### src/vss_regs.svh
// Purpose: offsets, field positions, reset values and counts of the sequencer
// Assumes: levels are counted in units of 12.5 mV
// Notes:   definitions only
`ifndef VSS_REGS_SVH
`define VSS_REGS_SVH

// ***************************************************
// register map (byte addresses)
// ***************************************************
`define VSS_CONTROL_ADDR 8'h00
`define VSS_STATUS_ADDR 8'h04
`define VSS_LEVEL_ADDR 8'h08
`define VSS_CONTROL_RESET 2'h1
`define VSS_MODE_LSB 0
`define VSS_STATE_LSB 0
`define VSS_CLAMP_BIT 2
`define VSS_DRIVE_BIT 3
`define VSS_GATE_OE_BIT 4
`define VSS_CODE_LSB 8
`define VSS_REF_LSB 0
`define VSS_TARGET_LSB 8
`define VSS_OVTH_LSB 16

// ***************************************************
// sequencing counts, in phase clock cycles or samples
// ***************************************************
`define VSS_SAMPLES_FIVE 4
`define VSS_SAMPLES_SIX 6
`define VSS_ACCEPT_READS 3
`define VSS_WAIT_CYCLES 16
`define VSS_RAMP_CYCLES 16
`define VSS_DVID_CYCLES 4

// ***************************************************
// levels, in 12.5 mV units, and the no-load code
// ***************************************************
`define VSS_RAMP_STEP 8'h01
`define VSS_DVID_STEP 8'h02
`define VSS_OV_MARGIN 9'h010
`define VSS_OV_FIXED_LOW 9'h084
`define VSS_OV_FIXED_HIGH 9'h09C
`define VSS_NO_LOAD 5'h1F

`endif

### src/vss_pkg.sv
// Purpose: types shared by the sequencer files
// Assumes: nothing
// Notes:   state codes follow a Gray path off, wait, ramp, run
package vss_pkg;
   typedef enum logic [1:0] {
      MODE_ALT_FIVE = 2'h0,
      MODE_FIVE = 2'h1,
      MODE_SIX = 2'h2
   } mode_type;

   typedef enum logic [1:0] {
      ST_OFF = 2'h0,
      ST_WAIT = 2'h1,
      ST_RAMP = 2'h3,
      ST_RUN = 2'h2
   } state_type;
endpackage

### src/sample_tick.sv
// Purpose: spreads a fixed number of sample ticks across one measured period
// Assumes: period is the last measured phase period in hclk cycles
// Notes:   a zero period gives no ticks
`timescale 1ns/10ps
`default_nettype none
module sample_tick #(
   parameter int PW = 10,
   parameter int N = 4
) (
   input wire logic hclk,
   input wire logic hresetn,
   input wire logic [PW-1:0] period,
   output logic tick
);
   generate
      if (N < 1 || N >= (1 << PW)) begin : g_bad
         $error("sample_tick: N does not fit the period width");
      end
   endgenerate

   logic [PW:0] acc_ff;
   logic [PW:0] nxt_acc;
   logic tick_ff;
   logic nxt_tick;
   logic [PW:0] sum;

   // ***************************************************
   // accumulate N per cycle, wrap on the period
   // ***************************************************
   always_comb begin
      sum = acc_ff + (PW+1)'(N);
      nxt_acc = sum;
      nxt_tick = 1'b0;
      if (period == '0) begin
         nxt_acc = '0;
      end else if (sum >= {1'b0, period}) begin
         nxt_acc = sum - {1'b0, period};
         nxt_tick = 1'b1;
      end
   end

   always_ff @(posedge hclk or negedge hresetn) begin
      if (!hresetn) begin
         acc_ff <= '0;
         tick_ff <= 1'b0;
      end else begin
         acc_ff <= nxt_acc;
         tick_ff <= nxt_tick;
      end
   end

   assign tick = tick_ff;
endmodule // sample_tick
`default_nettype wire

### src/vid_softstart_sequencer.sv
// Purpose: code sampling, reference stepping, start-up gating, soft-start and overvoltage clamp
// Assumes: comparator inputs and phase_clock are already synchronous to hclk
// Notes:   levels are 12.5 mV units; registers over AHB-Lite, zero wait states
//
// Summary of operation
// five-bit modes sample the code from the five code pins
// five-bit modes take four code samples per switching cycle
// a new code is accepted after three identical consecutive samples
// five-bit modes step reference 0.025 V every four cycles to target
// six-bit mode takes six code samples per switching cycle
// six-bit mode jumps the reference straight to the accepted code
// in six-bit mode the processor moves the code one step at a time
// below supply power-on level the low-side drivers are high impedance
// after power-on, feedback above 1.65 V or 1.95 V turns low sides on
// overvoltage level is max(fixed, target+200 mV) in soft-start, else target+200 mV; while off the code holds the fixed level
// clamp releases only when output falls below hysteresis, re-engages on new excursion
// overvoltage never latches the converter off
// below either power-on level all switches stay off; with only driver_supply_por_ok low the clamp still turns the low sides on
// all-ones code keeps the converter disabled; any other code starts it; the code checks only bits 5:1, so six-bit code 6'h3E also stays off
// soft-start begins once supplies, enable threshold and code allow it
// wait 16 phase cycles before the reference ramp starts
// ramp the reference 12.5 mV every 16 phase cycles up to target
// drivers stay off while feedback is above the ramping reference
// output pre-charged above target gets drivers at end of soft-start
// the code is decoded into one level by the selected table
// comparators arrive as single bits; ticks come from the phase clock
//
// Added by the designer: the AHB-Lite slave port and the placing of the registers.
`timescale 1ns/10ps
`default_nettype none
`include "vss_regs.svh"
module vid_softstart_sequencer #(
   parameter int PW = 10
) (
   input wire logic hclk,
   input wire logic hresetn,
   input wire logic hsel,
   input wire logic [31:0] haddr,
   input wire logic [1:0] htrans,
   input wire logic hwrite,
   input wire logic [2:0] hsize,
   input wire logic [31:0] hwdata,
   input wire logic hready,
   output logic hreadyout,
   output logic hresp,
   output logic [31:0] hrdata,
   input wire logic phase_clock,
   input wire logic [4:0] code_select_pins,
   input wire logic code_extra_bit,
   input wire logic bias_por_ok,
   input wire logic driver_supply_por_ok,
   input wire logic threshold_enable_input,
   input wire logic feedback_above_ref,
   input wire logic feedback_above_ov,
   input wire logic feedback_below_hyst,
   output logic pwm_enable,
   output logic low_side_gate,
   output logic low_side_gate_oe,
   output logic [7:0] reference_level,
   output logic [8:0] overvoltage_guard_level
);
   import vss_pkg::*;

   generate
      if (PW < 4) begin : g_bad
         $error("vid_softstart_sequencer: PW too small for a phase period");
      end
   endgenerate

   // ***************************************************
   // register bus
   // ***************************************************
   mode_type mode_ff, nxt_mode;
   logic wr_pend_ff, nxt_wr_pend;
   logic [7:0] wr_addr_ff, nxt_wr_addr;
   logic [31:0] hrdata_ff, nxt_hrdata;
   logic [31:0] status_word;
   logic [31:0] level_word;
   logic addr_ok;

   state_type state_ff, nxt_state;
   logic [5:0] code_ff, nxt_code;
   logic [7:0] ref_ff, nxt_ref;
   logic [7:0] target;
   logic [8:0] ovth_ff, nxt_ovth;
   logic clamp_ff, nxt_clamp;
   logic drive_ff, nxt_drive;
   logic gate_oe_ff, nxt_gate_oe;

   assign addr_ok = hsel && htrans[1] && hready;
   assign status_word = {16'h0000, 2'h0, code_ff, 3'h0, gate_oe_ff, drive_ff, clamp_ff, state_ff};
   assign level_word = {7'h00, ovth_ff, target, ref_ff};

   always_comb begin
      nxt_mode = mode_ff;
      nxt_wr_pend = addr_ok && hwrite && hsize == 3'h2;
      nxt_wr_addr = haddr[7:0];
      nxt_hrdata = 32'h0000_0000;
      if (wr_pend_ff && wr_addr_ff == `VSS_CONTROL_ADDR && hwdata[1:0] != 2'h3) begin
         nxt_mode = mode_type'(hwdata[`VSS_MODE_LSB +: 2]);
      end
      // unmapped or non-word reads return zero, still OKAY
      if (addr_ok && !hwrite && hsize == 3'h2) begin
         case (haddr[7:0])
            `VSS_CONTROL_ADDR: nxt_hrdata = {30'h0, mode_ff};
            `VSS_STATUS_ADDR: nxt_hrdata = status_word;
            `VSS_LEVEL_ADDR: nxt_hrdata = level_word;
            default: nxt_hrdata = 32'h0000_0000;
         endcase
      end
   end

   always_ff @(posedge hclk or negedge hresetn) begin
      if (!hresetn) begin
         mode_ff <= mode_type'(`VSS_CONTROL_RESET);
         wr_pend_ff <= 1'b0;
         wr_addr_ff <= 8'h00;
         hrdata_ff <= 32'h0000_0000;
      end else begin
         mode_ff <= nxt_mode;
         wr_pend_ff <= nxt_wr_pend;
         wr_addr_ff <= nxt_wr_addr;
         hrdata_ff <= nxt_hrdata;
      end
   end

   // ***************************************************
   // phase period and sample ticks
   // ***************************************************
   logic phase_prev_ff;
   logic phase_edge;
   logic [PW-1:0] pcount_ff, nxt_pcount;
   logic [PW-1:0] period_ff, nxt_period;
   logic tick_four, tick_six, samp_tick;
   logic six;

   assign phase_edge = phase_clock && !phase_prev_ff;
   assign six = mode_ff == MODE_SIX;
   assign samp_tick = six ? tick_six : tick_four;

   always_comb begin
      nxt_pcount = (pcount_ff == '1) ? pcount_ff : pcount_ff + 1'b1;
      nxt_period = period_ff;
      if (phase_edge) begin
         // latch the count before it restarts, else the period reads zero
         nxt_period = nxt_pcount;
         nxt_pcount = '0;
      end
   end

   always_ff @(posedge hclk or negedge hresetn) begin
      if (!hresetn) begin
         phase_prev_ff <= 1'b0;
         pcount_ff <= '0;
         period_ff <= '0;
      end else begin
         phase_prev_ff <= phase_clock;
         pcount_ff <= nxt_pcount;
         period_ff <= nxt_period;
      end
   end

   sample_tick #(.PW(PW), .N(`VSS_SAMPLES_FIVE)) u_tick_four (
      .hclk(hclk),
      .hresetn(hresetn),
      .period(period_ff),
      .tick(tick_four)
   );

   sample_tick #(.PW(PW), .N(`VSS_SAMPLES_SIX)) u_tick_six (
      .hclk(hclk),
      .hresetn(hresetn),
      .period(period_ff),
      .tick(tick_six)
   );

   // ***************************************************
   // code sampling and acceptance
   // ***************************************************
   logic [5:0] sample;
   logic [5:0] last_ff, nxt_last;
   logic [1:0] same_ff, nxt_same;
   logic no_load;

   // the extra bit only counts in six-bit mode
   assign sample = {code_select_pins, six ? code_extra_bit : 1'b0};
   assign no_load = code_ff[5:1] == `VSS_NO_LOAD;

   always_comb begin
      nxt_last = last_ff;
      nxt_same = same_ff;
      nxt_code = code_ff;
      if (samp_tick) begin
         nxt_last = sample;
         if (sample != last_ff) begin
            nxt_same = 2'h0;
         end else if (same_ff < 2'(`VSS_ACCEPT_READS - 1)) begin
            nxt_same = same_ff + 2'h1;
         end
         // third matching read: one match already counted
         if (sample == last_ff && same_ff == 2'(`VSS_ACCEPT_READS - 2)) begin
            nxt_code = sample;
         end
      end
   end

   always_ff @(posedge hclk or negedge hresetn) begin
      if (!hresetn) begin
         last_ff <= 6'h3F;
         same_ff <= 2'h0;
         code_ff <= 6'h3F;
      end else begin
         last_ff <= nxt_last;
         same_ff <= nxt_same;
         code_ff <= nxt_code;
      end
   end

   // ***************************************************
   // code to level
   // ***************************************************
   function automatic logic [7:0] decode_level(input mode_type m, input logic [5:0] c);
      logic [7:0] k;
      k = {2'h0, c};
      if (c[5:1] == `VSS_NO_LOAD) begin
         decode_level = 8'h00;
      end else begin
         case (m)
            MODE_ALT_FIVE: decode_level = 8'h7C - {2'h0, c[5:1], 1'b0};
            MODE_FIVE: decode_level = 8'h94 - {2'h0, c[5:1], 1'b0};
            MODE_SIX: begin
               if (c >= 6'h15) begin
                  decode_level = 8'h95 - k;
               end else if (c != 6'h00) begin
                  decode_level = 8'h57 - k;
               end else begin
                  decode_level = 8'h56;
               end
            end
            default: decode_level = 8'h00;
         endcase
      end
   endfunction

   assign target = decode_level(mode_ff, code_ff);

   // ***************************************************
   // sequencer, reference and protection
   // ***************************************************
   logic [3:0] cyc_ff, nxt_cyc;
   logic caught_ff, nxt_caught;
   logic por_ok;
   logic start_ok;
   logic [8:0] ov_fixed;
   logic [8:0] ov_track;

   assign por_ok = bias_por_ok && driver_supply_por_ok;
   assign start_ok = por_ok && threshold_enable_input && !no_load;
   assign ov_fixed = (mode_ff == MODE_FIVE) ? `VSS_OV_FIXED_HIGH : `VSS_OV_FIXED_LOW;
   assign ov_track = {1'b0, target} + `VSS_OV_MARGIN;

   always_comb begin
      nxt_state = state_ff;
      nxt_cyc = cyc_ff;
      nxt_ref = ref_ff;
      nxt_caught = caught_ff;
      case (state_ff)
         ST_OFF: begin
            nxt_ref = 8'h00;
            nxt_cyc = 4'h0;
            nxt_caught = 1'b0;
            if (start_ok) begin
               nxt_state = ST_WAIT;
            end
         end
         ST_WAIT: begin
            if (phase_edge) begin
               nxt_cyc = cyc_ff + 4'h1;
               if (cyc_ff == 4'(`VSS_WAIT_CYCLES - 1)) begin
                  nxt_state = ST_RAMP;
               end
            end
         end
         ST_RAMP: begin
            if (!feedback_above_ref) begin
               nxt_caught = 1'b1;
            end
            if (ref_ff >= target) begin
               nxt_ref = target;
               nxt_state = ST_RUN;
               nxt_cyc = 4'h0;
            end else if (phase_edge) begin
               nxt_cyc = cyc_ff + 4'h1;
               if (cyc_ff == 4'(`VSS_RAMP_CYCLES - 1)) begin
                  nxt_ref = ref_ff + `VSS_RAMP_STEP;
               end
            end
         end
         ST_RUN: begin
            if (six) begin
               nxt_ref = target;
            end else if (phase_edge) begin
               nxt_cyc = (cyc_ff == 4'(`VSS_DVID_CYCLES - 1)) ? 4'h0 : cyc_ff + 4'h1;
               if (cyc_ff == 4'(`VSS_DVID_CYCLES - 1)) begin
                  // one 0.025 V step per four cycles, landing exactly on target
                  if (ref_ff + `VSS_DVID_STEP <= target) begin
                     nxt_ref = ref_ff + `VSS_DVID_STEP;
                  end else if (ref_ff >= target + `VSS_DVID_STEP) begin
                     nxt_ref = ref_ff - `VSS_DVID_STEP;
                  end else begin
                     nxt_ref = target;
                  end
               end
            end
         end
         default: nxt_state = ST_OFF;
      endcase
      if (!start_ok) begin
         nxt_state = ST_OFF;
      end
   end

   // clamp is independent of the sequencer so an event never returns it to off; it only masks the drivers while set
   always_comb begin
      nxt_gate_oe = bias_por_ok;
      nxt_ovth = ov_fixed;
      if (state_ff == ST_RUN) begin
         nxt_ovth = ov_track;
      end else if (state_ff != ST_OFF && ov_track > ov_fixed) begin
         nxt_ovth = ov_track;
      end
      nxt_clamp = clamp_ff;
      if (!bias_por_ok) begin
         nxt_clamp = 1'b0;
      end else if (feedback_above_ov) begin
         nxt_clamp = 1'b1;
      end else if (feedback_below_hyst) begin
         nxt_clamp = 1'b0;
      end
      nxt_drive = 1'b0;
      if (por_ok && !nxt_clamp) begin
         // pre-charged outputs wait for the ramp to pass them or for run
         nxt_drive = (state_ff == ST_RUN) || (state_ff == ST_RAMP && nxt_caught);
      end
   end

   always_ff @(posedge hclk or negedge hresetn) begin
      if (!hresetn) begin
         state_ff <= ST_OFF;
         cyc_ff <= 4'h0;
         ref_ff <= 8'h00;
         caught_ff <= 1'b0;
         ovth_ff <= 9'h000;
         clamp_ff <= 1'b0;
         drive_ff <= 1'b0;
         gate_oe_ff <= 1'b0;
      end else begin
         state_ff <= nxt_state;
         cyc_ff <= nxt_cyc;
         ref_ff <= nxt_ref;
         caught_ff <= nxt_caught;
         ovth_ff <= nxt_ovth;
         clamp_ff <= nxt_clamp;
         drive_ff <= nxt_drive;
         gate_oe_ff <= nxt_gate_oe;
      end
   end

   assign hreadyout = 1'b1;
   assign hresp = 1'b0;
   assign hrdata = hrdata_ff;
   assign pwm_enable = drive_ff;
   assign low_side_gate = clamp_ff;
   assign low_side_gate_oe = gate_oe_ff;
   assign reference_level = ref_ff;
   assign overvoltage_guard_level = ovth_ff;
endmodule // vid_softstart_sequencer
`default_nettype wire

### config.mk
export PLATFORM = sky130hd
export DESIGN_NAME = vid_softstart_sequencer
export DESIGN_NICKNAME = d
export VERILOG_FILES = /design/src/vss_pkg.sv /design/src/sample_tick.sv /design/src/vid_softstart_sequencer.sv
export VERILOG_INCLUDE_DIRS = /design/src
export SDC_FILE = /design/constraint.sdc
export NUM_CORES = 1
export LEC_CHECK = 0
export ABC_AREA = 1
export BUFFER_PORTS_ARGS = -buffer_cell sky130_fd_sc_hd__buf_2
export CAP_MARGIN = 20
export CORE_MARGIN = 10
export CORE_UTILIZATION = 53
export CTS_CLUSTER_SIZE = 40
export DETAILED_ROUTE_END_ITERATION = 8
export MAX_ROUTING_LAYER = met4
export PLACE_DENSITY = 0.88
export SLEW_MARGIN = 20
export SYNTH_ARGS = -nofsm -noshare
export SYNTH_HDL_FRONTEND = slang
export SYNTH_HIERARCHICAL = 1
export SYNTH_SLANG_ARGS = --single-unit
export TNS_END_PERCENT = 100
### constraint.sdc
create_clock -name hclk -period 3.2 [get_ports hclk]
set_input_delay 0.16 -clock hclk [delete_from_list [all_inputs] [get_ports hclk]]
set_output_delay 0.16 -clock hclk [all_outputs]
set_load 0.05 [all_outputs]
==> metrics.txt <==
Critical Path Start Type=register; post-synthesis sequential area ratio=about a third; RSZ-0062 raised after global routing=true; diodes inserted=0; Worst Path Required=approximately 3600 ps; Worst path depth=22; Yosys top cell area share=between 30% and 40%; Worst Tran Pin Value=~1000 ps; Yosys top cell by area=dfrtp_1; Internal=about 5 mW; most frequent cells in the layout=260 x nand2_1, 158 x inv_1, 109 x dfrtp_1; Pwr per Cell Area=~840 nW/µm²; fmax=approximately 0.29 GHz; FF-to-FF path depth=22; total track usage=24.4%; HPWL Detailed=~18000 µm; vias in the first global route=between 8k and 9k; main flop type after synthesis=dfrtp_1; slowest stage delay, CP=between 500 and 600 ps; Worst EP arrival=3860 ps; commonest non-fill, non-tap cell in the layout=nand2_1; Fin Clk Skew=11.7 ps; Syn Inst Count=roughly 1.2k; Hold Crit Start=threshold_enable_input; buffers added on ports=between 70 and 80; DIE AREA=roughly 22000 µm²; CP cell instances=buf_12 > ha_4 > xnor2_1 > nand2_1 > nand3_2 > o211ai_1 > nand2_2 > nor3_4 > buf_4 > xor2_1 > ha_1 > nand2_1 > nor2_4 > nand4_1 > nand3_2 > inv_2 > a21oi_4 > nor2_4 > nand2_1 > o211ai_1 > nand2_1 > nand2_1; Yosys warning total=6; routed len/inst=17.2 µm; Clock power frac=20.5%; EDFF count, synth=0; largest net degree at the start of global routing=123; Post-Route WL=27100 µm; Final Util=about two thirds; Worst Hold Class=input pin to register; clock sinks=approximately 120; top post-synthesis cells by area=dfrtp_1 31%, nand2_1 12%, ha_1 9.3%; post-synthesis async set-or-reset flop share=100%; clk root buf=clkbuf_16; initial DRC count=~1k; RR Endpoint=reference_level[1]$_DFFE_PN0P_; Area Growth Syn to Fin=25.9%; Top Ports=approximately 140; slowest CP cell=dfstp_2; Hold Path Cell Cnt=3; die width=roughly 150 µm; clk_lat worst skew=approximately 430 ps; Net Sw Frac=45.9%; outcome=complete, but fails checks; Tcrit/Tclk final=109%; setup slack after layout=-298 ps; GPL Wtd Cong=roughly 1.0; layout cells sized above 1=between 20% and 30%; crit path kind=register to register; TritonCTS clock tree=built; synthesized flop and latch total=about 120; CTS Buf Count=17; final critical path time including I/O delays and setup=approximately 3500 ps; CP Buf/Inv Count=3; Post-DRT Antenna Nets=0; height of the die=roughly 150 µm; first-pass GRT wire length=approximately 42000 µm; worst-case register-to-register setup slack=-300 ps; Via Count=8852; Max Cap Violations=0; row cnt=47; Initial Utilization=53.8%; CORE AREA=around 16000 µm²; violated checks=negative setup slack; Comb pwr share=56.7%; CP Capture Type=register; Post-Syn Area per Cell=7.66 µm²; max_slew headroom=between 30 and 40%; DRC errors left=0; Worst Hold Path EP=state_ff[1]$_DFFE_PN0P_; sw power=between 4 and 5 mW; setup TNS=-2210 ps; Final Hold Vio Count=0; vias per cell=around 5.6; Pleak=~5.8 nW; Max clock buf depth=2; CP dominant cell by count=nand2_1; family with the most delay on the worst path=simple AND/OR/NAND/NOR gates; synthesized area=roughly 8900 µm²; Worst VDD drop=roughly 0.00052 V; GRT Residual Overflow=0; initial antenna violation count=0; Slew Viols, Final=0; Clock transition at path regs=around 60 ps; reg2reg start=code_ff[1]$_DFFE_PN1P_; Critical Path Fanout Max=7; H-tree Lvls=4; Unique masters post-synth=62; Pre-antenna DRT Iters=6; Net count, final=roughly 1.5k; Setup violations, final=12; sequential power share=22.8%
## layer usage
layer  track usage (%)  wire length (µm)  share of wire (%)  vias up
li1                  -                 -                  -     4100
met2              39.6             12900                 47      545
met4              12.8              1600                5.9        0
met1              27.7             10100                 37     4049
met3              5.61              2530                9.3      158
met5                 -                 0                  0        -
## tightest hold or removal path: stages
cell     delay [ps]
buf_2           100
nand4_1         120
a21oi_1          50
## Yosys cell counts (3+ instances only)
| cell | instances |
|---|---|
| nand2_1 | 273 |
| nor3_1 | 13 |
| xnor2_1 | 20 |
| o21ai_0 | 45 |
| o22ai_1 | 10 |
| a21boi_1 | 3 |
| nand4_1 | 25 |
| ha_1 | 66 |
| xor2_1 | 36 |
| dfstp_2 | 13 |
| nand3_2 | 8 |
| buf_6 | 5 |
| nand3_1 | 78 |
| nor2_1 | 94 |
| nand3b_1 | 7 |
| inv_1 | 165 |
| nand2_4 | 10 |
| nor2_4 | 8 |
| nand2_2 | 14 |
| o211ai_1 | 6 |
| a21oi_1 | 46 |
| inv_2 | 11 |
| or2_2 | 5 |
| dfrtp_1 | 109 |
| o21ai_4 | 3 |
| buf_4 | 14 |
| nor4_1 | 3 |
| nor2_2 | 8 |
| clkbuf_1 | 5 |
| o21ai_1 | 11 |
## timing repair
item	4_1_cts	5_1_grt
setup buffers	4	3
gates resized for setup	32	31
pin swaps	19	31
cloned	0	1
setup endpoints to repair	8	24
hold buffers	22	0
endpoints found under the hold margin	131	0
## worst max-delay path by stage
stage | from | to
2_1_floorplan | code_ff[3]$_DFFE_PN1P_ | reference_level[3]$_DFFE_PN0P_
3_5_place_dp | code_ff[1]$_DFFE_PN1P_ | reference_level[5]$_DFFE_PN0P_
4_1_cts | code_ff[1]$_DFFE_PN1P_ | reference_level[5]$_DFFE_PN0P_
5_1_grt | code_ff[1]$_DFFE_PN1P_ | reference_level[1]$_DFFE_PN0P_
3_3_place_gp | code_ff[3]$_DFFE_PN1P_ | reference_level[5]$_DFFE_PN0P_
6_report | code_ff[1]$_DFFE_PN1P_ | reference_level[1]$_DFFE_PN0P_
## power groups by stage
stage / Sequential (mW) / Combinational (mW) / Clock, mW
after floorplan: 2.10 / 3.75 / 0
after global placement: 2.14 / 4.67 / 0
after detailed placement: 2.16 / 4.82 / 0
after CTS: 2.13 / 5.03 / 1.92
after global routing: 2.17 / 5.90 / 2.02
final: 2.14 / 5.31 / 1.92
## flip-flops by register name, summed over array words and instances, names as in the netlist, 2 cells and up
name,cells
hrdata,25
u_tick_four/acc_ff,11
u_tick_six/acc_ff,11
pcount_ff,10
period_ff,10
overvoltage_guard_level,9
reference_level,8
wr_addr_ff,8
code_ff,6
last_ff,6
cyc_ff,4
mode_ff,2
same_ff,2
state_ff,2
## cell type report
cell class | instances | area, µm²
clock buffers | 18 | 439
clock inverters | 14 | 145
fillers | 1233 | 5310
inverters | 178 | 676
multi-input cells | 838 | 5220
flip-flops and latches | 122 | 3070
well taps | 220 | 275
repair buffers | 186 | 1330
## metrics by stage
stage	total power, mW	setup slack [ps]	hold slack [ps]	instance area, µm²	std cells
2_1_floorplan	5.85	4.41	-136	8920	1164
3_3_place_gp	6.81	-278	282	10000	1514
3_5_place_dp	6.98	-307	283	10000	1514
4_1_cts	9.08	-177	12.6	11000	1572
5_1_grt	10.1	-444	32.9	11200	1576
6_report	9.37	-298	46.9	11200	1576
## cells by family (layout without fill, tap and decap cells)
kind of cell / Yosys count / in the layout / synth area share, %
and+or+nand+nor: 557 / 558 / 30.1
buffers and inverters: 205 / 396 / 9.91
AOI/OAI and AO/OA: 143 / 143 / 9.46
DFF: 122 / 122 / 34.6
adders and majority gates: 68 / 68 / 9.77
xor gates and xnor gates: 57 / 57 / 5.72
muxes: 3 / 3 / 0.353
other: 2 / 9 / 0.0847
Note: power is estimated with default switching activity, not from simulation.
